`config.mk`:
```
export PLATFORM = sky130hd
export DESIGN_NAME = cam_top
export DESIGN_NICKNAME = d
export VERILOG_FILES = /design/src/cam_pkg.sv /design/src/cam_axil_slave.sv /design/src/cam_mask_match.sv /design/src/cam_top.sv
export SDC_FILE = /design/constraint.sdc
export NUM_CORES = 1
export LEC_CHECK = 0
export ABC_AREA = 1
export BUFFER_PORTS_ARGS = -buffer_cell sky130_fd_sc_hd__buf_2
export CAP_MARGIN = 0
export CORE_UTILIZATION = 50
export DETAILED_ROUTE_END_ITERATION = 12
export PLACE_DENSITY = 0.79
export SLEW_MARGIN = 20
export SYNTH_ARGS = -nofsm -noshare
export SYNTH_HDL_FRONTEND = slang
export SYNTH_HIERARCHICAL = 1
export SYNTH_SLANG_ARGS = --single-unit
```
`constraint.sdc`:
```
create_clock -name clock -period 3.13 [get_ports clock]
set_input_delay 0.626 -clock clock [delete_from_list [all_inputs] [get_ports clock]]
set_output_delay 0.626 -clock clock [all_outputs]
set_load 0.01 [all_outputs]
```
`src/cam_pkg.sv`:
```
// ********************************************************
// Shared constants and types for the acceptance mask block
// ********************************************************
package cam_pkg;

  // Mask count and identifier widths
  localparam int NUM_MASKS = 3;
  localparam int SID_W     = 11;
  localparam int EID_W     = 18;
  localparam int REG_W     = 16;
  localparam int ADDR_W    = 8;

  // Register byte offsets
  localparam logic [ADDR_W-1:0] OFS_STD0   = 8'h00;
  localparam logic [ADDR_W-1:0] OFS_EXT0   = 8'h0c;
  localparam logic [ADDR_W-1:0] OFS_STAT   = 8'h18;
  localparam logic [ADDR_W-1:0] REG_STRIDE = 8'h04;

  // Field positions in the standard-identifier mask word
  localparam int STD_SID_LSB = 5;
  localparam int STD_ID_TYPE_MATCH_MODE    = 3;
  localparam int STD_EID_HI  = 0;

  // Writable bits of the standard word; bits 4 and 2 stay zero
  localparam logic [REG_W-1:0] STD_WMASK = 16'hffeb;

  // Values after reset
  localparam logic [REG_W-1:0] RST_MASK = 16'h0000;

  // Bus responses
  localparam logic [1:0] RESP_OKAY   = 2'h0;
  localparam logic [1:0] RESP_SLVERR = 2'h2;

  // Identifier as carried by a frame or a filter
  typedef struct packed {
    logic             ext;  // Extended format / filter_ext_frame_select
    logic [SID_W-1:0] std_id_mask_bits;
    logic [EID_W-1:0] ext_id_mask_bits;
  } cam_id_s;

  // One acceptance mask, unpacked from its two registers
  typedef struct packed {
    logic             idTypeMatchMode;
    logic [SID_W-1:0] stdIdMaskBits;
    logic [EID_W-1:0] extIdMaskBits;
  } cam_mask_s;

  // Address decode result
  typedef struct packed {
    logic       std;
    logic       ext;
    logic       stat;
    logic [1:0] idx;
  } cam_dec_s;

endpackage : cam_pkg

```
`src/cam_axil_slave.sv`:
```
`timescale 1ns/1ps
// ********************************************************
// AXI4-Lite slave front end, one write and one read at a time
// ********************************************************
module cam_axil_slave (
  // Clock and reset
  input  wire logic                      clock,
  input  wire logic                      reset,
  // Write address and data
  input  wire logic [cam_pkg::ADDR_W-1:0] s_axi_awaddr,
  input  wire logic                      s_axi_awvalid,
  output logic                           s_axi_awready,
  input  wire logic [31:0]               s_axi_wdata,
  input  wire logic [3:0]                s_axi_wstrb,
  input  wire logic                      s_axi_wvalid,
  output logic                           s_axi_wready,
  // Write response
  output logic [1:0]                     s_axi_bresp,
  output logic                           s_axi_bvalid,
  input  wire logic                      s_axi_bready,
  // Read address and data
  input  wire logic                      s_axi_arvalid,
  output logic                           s_axi_arready,
  output logic [31:0]                    s_axi_rdata,
  output logic [1:0]                     s_axi_rresp,
  output logic                           s_axi_rvalid,
  input  wire logic                      s_axi_rready,
  // Register side
  output logic                           wrEn,
  output logic [cam_pkg::ADDR_W-1:0]     wrAddr,
  output logic [31:0]                    wrData,
  output logic [3:0]                     wrStrb,
  input  wire logic                      wrOk,
  input  wire logic [31:0]               rdData,
  input  wire logic                      rdOk
);
  import cam_pkg::*;

  logic awHeld_q, awHeld_d;  // Write address captured
  logic wHeld_q,  wHeld_d;   // Write data captured
  logic awRdy_q,  awRdy_d;
  logic wRdy_q,   wRdy_d;
  logic bValid_q, bValid_d;
  logic [1:0] bResp_q;
  logic arRdy_q,  arRdy_d;
  logic rValid_q, rValid_d;
  logic [1:0] rResp_q;
  logic [31:0] rData_q;
  logic [ADDR_W-1:0] awAddr_q;
  logic [31:0] wData_q;
  logic [3:0]  wStrb_q;
  logic awTake, wTake, arTake;

  // Handshake decode
  assign awTake   = s_axi_awvalid & awRdy_q;
  assign wTake    = s_axi_wvalid & wRdy_q;
  assign arTake   = s_axi_arvalid & arRdy_q;
  assign wrEn     = awHeld_q & wHeld_q;
  assign awHeld_d = awHeld_q ? ~wrEn : awTake;
  assign wHeld_d  = wHeld_q ? ~wrEn : wTake;
  assign bValid_d = bValid_q ? ~s_axi_bready : wrEn;
  assign awRdy_d  = ~awHeld_d & ~bValid_d;
  assign wRdy_d   = ~wHeld_d & ~bValid_d;
  assign rValid_d = rValid_q ? ~s_axi_rready : arTake;
  assign arRdy_d  = ~rValid_d;

  // Write channel state
  always_ff @(posedge clock or posedge reset) begin
    if (reset) begin
      awHeld_q <= 1'b0;
      wHeld_q  <= 1'b0;
      awRdy_q  <= 1'b1;
      wRdy_q   <= 1'b1;
      bValid_q <= 1'b0;
      bResp_q  <= RESP_OKAY;
    end else begin
      awHeld_q <= awHeld_d;
      wHeld_q  <= wHeld_d;
      awRdy_q  <= awRdy_d;
      wRdy_q   <= wRdy_d;
      bValid_q <= bValid_d;
      if (wrEn) begin
        bResp_q <= wrOk ? RESP_OKAY : RESP_SLVERR;
      end
    end
  end

  // Captured write payload
  always_ff @(posedge clock or posedge reset) begin
    if (reset) begin
      awAddr_q <= '0;
      wData_q  <= '0;
      wStrb_q  <= '0;
    end else begin
      if (awTake) begin
        awAddr_q <= s_axi_awaddr;
      end
      if (wTake) begin
        wData_q <= s_axi_wdata;
        wStrb_q <= s_axi_wstrb;
      end
    end
  end

  // Read channel: data registered at the address handshake
  always_ff @(posedge clock or posedge reset) begin
    if (reset) begin
      arRdy_q  <= 1'b1;
      rValid_q <= 1'b0;
      rResp_q  <= RESP_OKAY;
      rData_q  <= '0;
    end else begin
      arRdy_q  <= arRdy_d;
      rValid_q <= rValid_d;
      if (arTake) begin
        rData_q <= rdOk ? rdData : '0;
        rResp_q <= rdOk ? RESP_OKAY : RESP_SLVERR;
      end
    end
  end

  assign wrAddr        = awAddr_q;
  assign wrData        = wData_q;
  assign wrStrb        = wStrb_q;
  assign s_axi_awready = awRdy_q;
  assign s_axi_wready  = wRdy_q;
  assign s_axi_bvalid  = bValid_q;
  assign s_axi_bresp   = bResp_q;
  assign s_axi_arready = arRdy_q;
  assign s_axi_rvalid  = rValid_q;
  assign s_axi_rdata   = rData_q;
  assign s_axi_rresp   = rResp_q;

endmodule : cam_axil_slave

```
`src/cam_mask_match.sv`:
```
`timescale 1ns/1ps
// ********************************************************
// Combinational compare of one frame identifier with a filter
// ********************************************************
module cam_mask_match (
  // Compare operands
  input  wire cam_pkg::cam_id_s   msgId,
  input  wire cam_pkg::cam_id_s   fltId,
  input  wire cam_pkg::cam_mask_s mask,
  // Result
  output logic                    hit
);
  import cam_pkg::*;

  logic sidOk;   // Selected standard bits agree
  logic eidOk;   // Selected extended bits agree
  logic idOk;    // Identifier part agrees
  logic typeOk;  // Frame format agrees where required

  // Set mask bit means the bit must match, clear means ignored
  assign sidOk  = ((msgId.std_id_mask_bits ^ fltId.std_id_mask_bits) & mask.stdIdMaskBits) == '0;
  assign eidOk  = ((msgId.ext_id_mask_bits ^ fltId.ext_id_mask_bits) & mask.extIdMaskBits) == '0;
  // Extended filters also compare the extended part
  assign idOk   = fltId.ext ? (sidOk & eidOk) : sidOk;
  // Type mode demands format equal to the filter's selection
  assign typeOk = ~mask.idTypeMatchMode | (msgId.ext == fltId.ext);
  assign hit    = idOk & typeOk;

endmodule : cam_mask_match

```
`src/cam_top.sv`:
```
// Added by the designer: register access over AXI4-Lite and the placing of the registers.
`timescale 1ns/1ps
// Operation
// - Three independent masks, identical register layout
// - Standard mask bit set demands match
// - Type mode set: format must equal filter
// - Type mode clear: either format may match
// - Low mask bits cover extended bits 17-16
// - Bits four and two read zero
// - Companion register masks extended bits 15-0
module cam_top (
  // Clock and reset
  input  wire logic                       clock,
  input  wire logic                       reset,
  // AXI4-Lite write address and data
  input  wire logic [cam_pkg::ADDR_W-1:0] s_axi_awaddr,
  input  wire logic                       s_axi_awvalid,
  output logic                            s_axi_awready,
  input  wire logic [31:0]                s_axi_wdata,
  input  wire logic [3:0]                 s_axi_wstrb,
  input  wire logic                       s_axi_wvalid,
  output logic                            s_axi_wready,
  // AXI4-Lite write response
  output logic [1:0]                      s_axi_bresp,
  output logic                            s_axi_bvalid,
  input  wire logic                       s_axi_bready,
  // AXI4-Lite read
  input  wire logic [cam_pkg::ADDR_W-1:0] s_axi_araddr,
  input  wire logic                       s_axi_arvalid,
  output logic                            s_axi_arready,
  output logic [31:0]                     s_axi_rdata,
  output logic [1:0]                      s_axi_rresp,
  output logic                            s_axi_rvalid,
  input  wire logic                       s_axi_rready,
  // Receive path: frame identifier and filter under test
  input  wire logic                       rxValid,
  input  wire cam_pkg::cam_id_s           rxId,
  input  wire cam_pkg::cam_id_s           fltId,
  // Match result, one bit per mask
  output logic                            hitValid,
  output logic [cam_pkg::NUM_MASKS-1:0]   hitVec
);
  import cam_pkg::*;

  // ********************************************************
  // Register storage and bus wiring
  // ********************************************************
  logic [REG_W-1:0]     stdMask_q [NUM_MASKS];  // Standard mask words
  logic [REG_W-1:0]     extMask_q [NUM_MASKS];  // Extended mask words
  cam_mask_s            mask      [NUM_MASKS];  // Unpacked masks
  logic [NUM_MASKS-1:0] hitNow;                 // Live compare result
  logic [NUM_MASKS-1:0] hitVec_q;               // Registered result
  logic                 hitValid_q;             // Result qualifier
  logic [NUM_MASKS-1:0] lastHit_q;              // Status copy
  logic                 wrEn;                   // Register write pulse
  logic [ADDR_W-1:0]    wrAddr;                 // Write address
  logic [31:0]          wrData;                 // Write data
  logic [3:0]           wrStrb;                 // Write byte lanes
  logic [REG_W-1:0]     laneMask;               // Strobes as bit mask
  cam_dec_s             wrDec;                  // Write decode
  cam_dec_s             rdDec;                  // Read decode
  logic                 wrOk;                   // Write hits a register
  logic                 rdOk;                   // Read hits a register
  logic [REG_W-1:0]     rdWord;                 // Selected read word
  logic [31:0]          rdData;                 // Read data to slave

  // Maps a byte address to a register, one function for both ports
  function automatic cam_dec_s decodeAddr(input logic [ADDR_W-1:0] a);
    cam_dec_s d;
    d = '0;
    for (int i = 0; i < NUM_MASKS; i++) begin
      if (a == OFS_STD0 + ADDR_W'(i) * REG_STRIDE) begin
        d.std = 1'b1;
        d.idx = 2'(i);
      end
      if (a == OFS_EXT0 + ADDR_W'(i) * REG_STRIDE) begin
        d.ext = 1'b1;
        d.idx = 2'(i);
      end
    end
    d.stat = (a == OFS_STAT);
    return d;
  endfunction : decodeAddr

  // ********************************************************
  // Bus slave
  // ********************************************************
  cam_axil_slave u_slave (
    .clock         (clock),
    .reset         (reset),
    .s_axi_awaddr  (s_axi_awaddr),
    .s_axi_awvalid (s_axi_awvalid),
    .s_axi_awready (s_axi_awready),
    .s_axi_wdata   (s_axi_wdata),
    .s_axi_wstrb   (s_axi_wstrb),
    .s_axi_wvalid  (s_axi_wvalid),
    .s_axi_wready  (s_axi_wready),
    .s_axi_bresp   (s_axi_bresp),
    .s_axi_bvalid  (s_axi_bvalid),
    .s_axi_bready  (s_axi_bready),
    .s_axi_arvalid (s_axi_arvalid),
    .s_axi_arready (s_axi_arready),
    .s_axi_rdata   (s_axi_rdata),
    .s_axi_rresp   (s_axi_rresp),
    .s_axi_rvalid  (s_axi_rvalid),
    .s_axi_rready  (s_axi_rready),
    .wrEn          (wrEn),
    .wrAddr        (wrAddr),
    .wrData        (wrData),
    .wrStrb        (wrStrb),
    .wrOk          (wrOk),
    .rdData        (rdData),
    .rdOk          (rdOk)
  );

  // Decode both ports; status is read-only but a write is accepted
  assign wrDec    = decodeAddr(wrAddr);
  assign rdDec    = decodeAddr(s_axi_araddr);
  assign wrOk     = wrDec.std | wrDec.ext | wrDec.stat;
  assign rdOk     = rdDec.std | rdDec.ext | rdDec.stat;
  assign laneMask = {{8{wrStrb[1]}}, {8{wrStrb[0]}}};

  // Read mux; unimplemented bits come back as zero
  assign rdWord = rdDec.std  ? (stdMask_q[rdDec.idx] & STD_WMASK) :
                  rdDec.ext  ? extMask_q[rdDec.idx] :
                  rdDec.stat ? REG_W'(lastHit_q) : '0;
  assign rdData = {16'h0000, rdWord};

  // ********************************************************
  // Mask registers, one pair per mask
  // ********************************************************
  for (genvar n = 0; n < NUM_MASKS; n++) begin : g_mask
    logic wrStd;  // This mask's standard word is written
    logic wrExt;  // This mask's extended word is written

    assign wrStd = wrEn & wrDec.std & (wrDec.idx == 2'(n));
    assign wrExt = wrEn & wrDec.ext & (wrDec.idx == 2'(n));

    // Byte-lane write; unimplemented bits never take a one
    always_ff @(posedge clock or posedge reset) begin
      if (reset) begin
        stdMask_q[n] <= RST_MASK;
        extMask_q[n] <= RST_MASK;
      end else begin
        if (wrStd) begin
          stdMask_q[n] <= ((stdMask_q[n] & ~laneMask) |
                           (wrData[REG_W-1:0] & laneMask)) & STD_WMASK;
        end
        if (wrExt) begin
          extMask_q[n] <= (extMask_q[n] & ~laneMask) |
                          (wrData[REG_W-1:0] & laneMask);
        end
      end
    end

    // Unpack fields of the two words into one mask
    assign mask[n].stdIdMaskBits   = stdMask_q[n][STD_SID_LSB +: SID_W];
    assign mask[n].idTypeMatchMode = stdMask_q[n][STD_ID_TYPE_MATCH_MODE];
    assign mask[n].extIdMaskBits   = {stdMask_q[n][STD_EID_HI +: 2],
                                      extMask_q[n]};

    // One comparator per mask, evaluated on the live identifier
    cam_mask_match u_match (
      .msgId (rxId),
      .fltId (fltId),
      .mask  (mask[n]),
      .hit   (hitNow[n])
    );
  end

  // ********************************************************
  // Result registers
  // ********************************************************
  // Capture the compare result of each offered identifier
  always_ff @(posedge clock or posedge reset) begin
    if (reset) begin
      hitValid_q <= 1'b0;
      hitVec_q   <= '0;
      lastHit_q  <= '0;
    end else begin
      hitValid_q <= rxValid;
      hitVec_q   <= rxValid ? hitNow : '0;
      if (rxValid) begin
        lastHit_q <= hitNow;
      end
    end
  end

  assign hitValid = hitValid_q;
  assign hitVec   = hitVec_q;

  logic [SID_W-1:0] sidDiff0;  // Mask 0 selected standard mismatch
  logic [EID_W-1:0] eidDiff0;  // Mask 0 selected extended mismatch
  assign sidDiff0 = (rxId.std_id_mask_bits ^ fltId.std_id_mask_bits) & mask[0].stdIdMaskBits;
  assign eidDiff0 = (rxId.ext_id_mask_bits ^ fltId.ext_id_mask_bits) & mask[0].extIdMaskBits;
endmodule : cam_top

```
==> flow_summary.toml <==
[critical_path]
endpoint_kind = "flop"
max_stage_delay_ns = 0.51
startpoint_type = "flop"
critical_path_class = "flop to flop"
regToRegStartpoint = "u_slave/wrAddr[0]$_DFFE_PP0P_"
regToRegSetupSlack_ns = 0.88
crit_path_frequent_cell = "nand2_1"
worstPathRequired_ns = 3.43
cp_data_arrival_time_ns = 2.55
critPathMaxFanout = 20
crit_chain = "inv_1, nand2_1, nor2_1, nand2_1, nand2_2, nor2_4, nand3_2, nand2_1, o21ai_2"
worst-path-stages = 9
reg2regPathDepth = 9
cpLargestDelayFamily = "simple AND/OR/NAND/NOR gates"
crit_path_start = "u_slave/wrAddr[0]$_DFFE_PP0P_"
slowest_stage = "nor2_4"
cp.buffers_inverters = 1

[placement]
finalWeightedCongestion = 0.942
port_buffers = 144
hpwlAfterDp_mm = 18.8
placed_area_um2 = 10300
dp.cells = 1678
post-place-ws_ns = 0.580

[sta]
period_minus_slack_ns = 2.25
max_slew_margin_pct = 37.0
fin_crit_sh_pct = 71.9
setup_tns_ns = 0
skew_ns = 0.0120
fmax_mhz = 445
rsz0062_at_grt = "false"
setup_viol = 0
setup_ws_ns = 0.881
maxSlewViolCount = 0
hold_viol = 0
tightest_slew_ns = 0.943

[pwr]
seq_power_share_pct = 43.3
cellPowerDensity_nw_per_um2 = 639
ir_worst_vdd_mv = 0.576
power_frac_comb_pct = 25.3
p_int_uw = 4450
total_power_uw = 6990
p_leak_uw = 0.00598
swShare_pct = 36.4
power.switching_uw = 2550
pwr-share-clk_pct = 31.5

[grt]
grt_pass1_wl_mm = 42.6
grt_max_degree = 70
antenna_found_initial = 5
overflow = 0
first_global_vias = 8439
grt_usage_pct = 28.2

[floorplanning]
design.die.area_um2 = 19500
core_area_um2 = 18300
dieHeight_um = 140
num_rows = 49
ioPinCount = 165
die_x_um = 140
initial_core_util_pct = 51.8

[synth]
synth_area_um2 = 9460
ys.warnings.count = 6
syn_area_per_cell_um2 = 7.13
synth_cells = 1327

[clock_network]
clkLatencyLatePin_ns = 0.43
clkTransAtPathRegs_ns = 0.07
cts_htree_levels = 4
holdBufCountCts = 0
numCtsBuffers = 17
cts_max_path_buffers = 2
tritoncts = "built"
cts_root_buf = "clkbuf_16"
cts.repair.resized = 0
cts_setup_buffers = 0
cts_sinks = 164

[detailed_routing]
firstDrtPassIters = 8
wl_per_cell_um = 15.4
drc_errors = 0
routed_wl_mm = 26.3
via_count = 9086
via_per_inst = 5.30
first_iter_violations = 769
ant_nets = 0

[final_layout]
nets = 1588
regArea_um2 = 4110
multi_input_area_um2 = 4800
finalNonFillerCells = 1713
layout_commonest_cell = "nand2_1"
mostFrequentLayoutCells = "nand2_1, nor2_1, dfrtp_1"
final_area_um2 = 10900
fillers = 1656
synthToLayoutAreaGrowth_pct = 15.6
drive_gt1_share_pct = 17.9

[hold_path]
hold_class = "primary input to async pin"

[flow_run]
maxCapViolCount = 0

[status]
status = "complete, no violations"
==> layer usage <==
metal | vias up | wire [um] | track usage (%)
met2 | 436 | 12000 | 44.3
met3 | 50 | 2470 | 5.26
met1 | 4131 | 11200 | 38.5
met4 | 0 | 722 | 11.5
met5 | - | 0 | 0
li1 | 4469 | - | -
==> how the worst max path moves through the flow <==
| stage | endpoint |
|---|---|
| after floorplan | u_slave/awHeld_q$_DFF_PP0_ |
| after global placement | u_slave/s_axi_rdata[10]$_DFFE_PP0P_ |
| after detailed placement | u_slave/s_axi_rdata[10]$_DFFE_PP0P_ |
| after CTS | flop |
| after global routing | flop |
| final | flop |
==> stage by stage <==
stage                     hold slack (ns)  util [%]
final                               0.301      59.9
after global routing                0.347      59.9
after CTS                           0.316      59.8
after detailed placement            0.459      56.5
after global placement              0.455      56.5
after floorplan                     0.442         -
==> power by group through the flow <==
stage / Combinational, uW / Sequential [uW] / Clock, uW
floorplan: 1370 / 2850 / 0
global placement: 1680 / 3030 / 0
detailed placement: 1740 / 3040 / 0
CTS: 1760 / 3010 / 2220
global route: 2000 / 3070 / 2320
finish: 1770 / 3030 / 2200
==> worst register-to-register path: cells and delay by family (launching register included) <==
family	cells	cell delay (ns)
buffers and inverters	1	0.04
DFF	1	0.35
AOI/OAI and AO/OA	1	0.07
and+or+nand+nor	7	1.65
==> final cells by class <==
type / count / area share [%]
timing repair buffer: 152 / 7.37
tap: 229 / 2.62
clock buffer: 22 / 4.33
sequential: 164 / 37.5
inverter: 81 / 2.84
clock inverter: 10 / 1.33
multi-input combinational: 1052 / 43.9
antenna: 3 / 0.0686
Power figures use the tool's default switching activity.
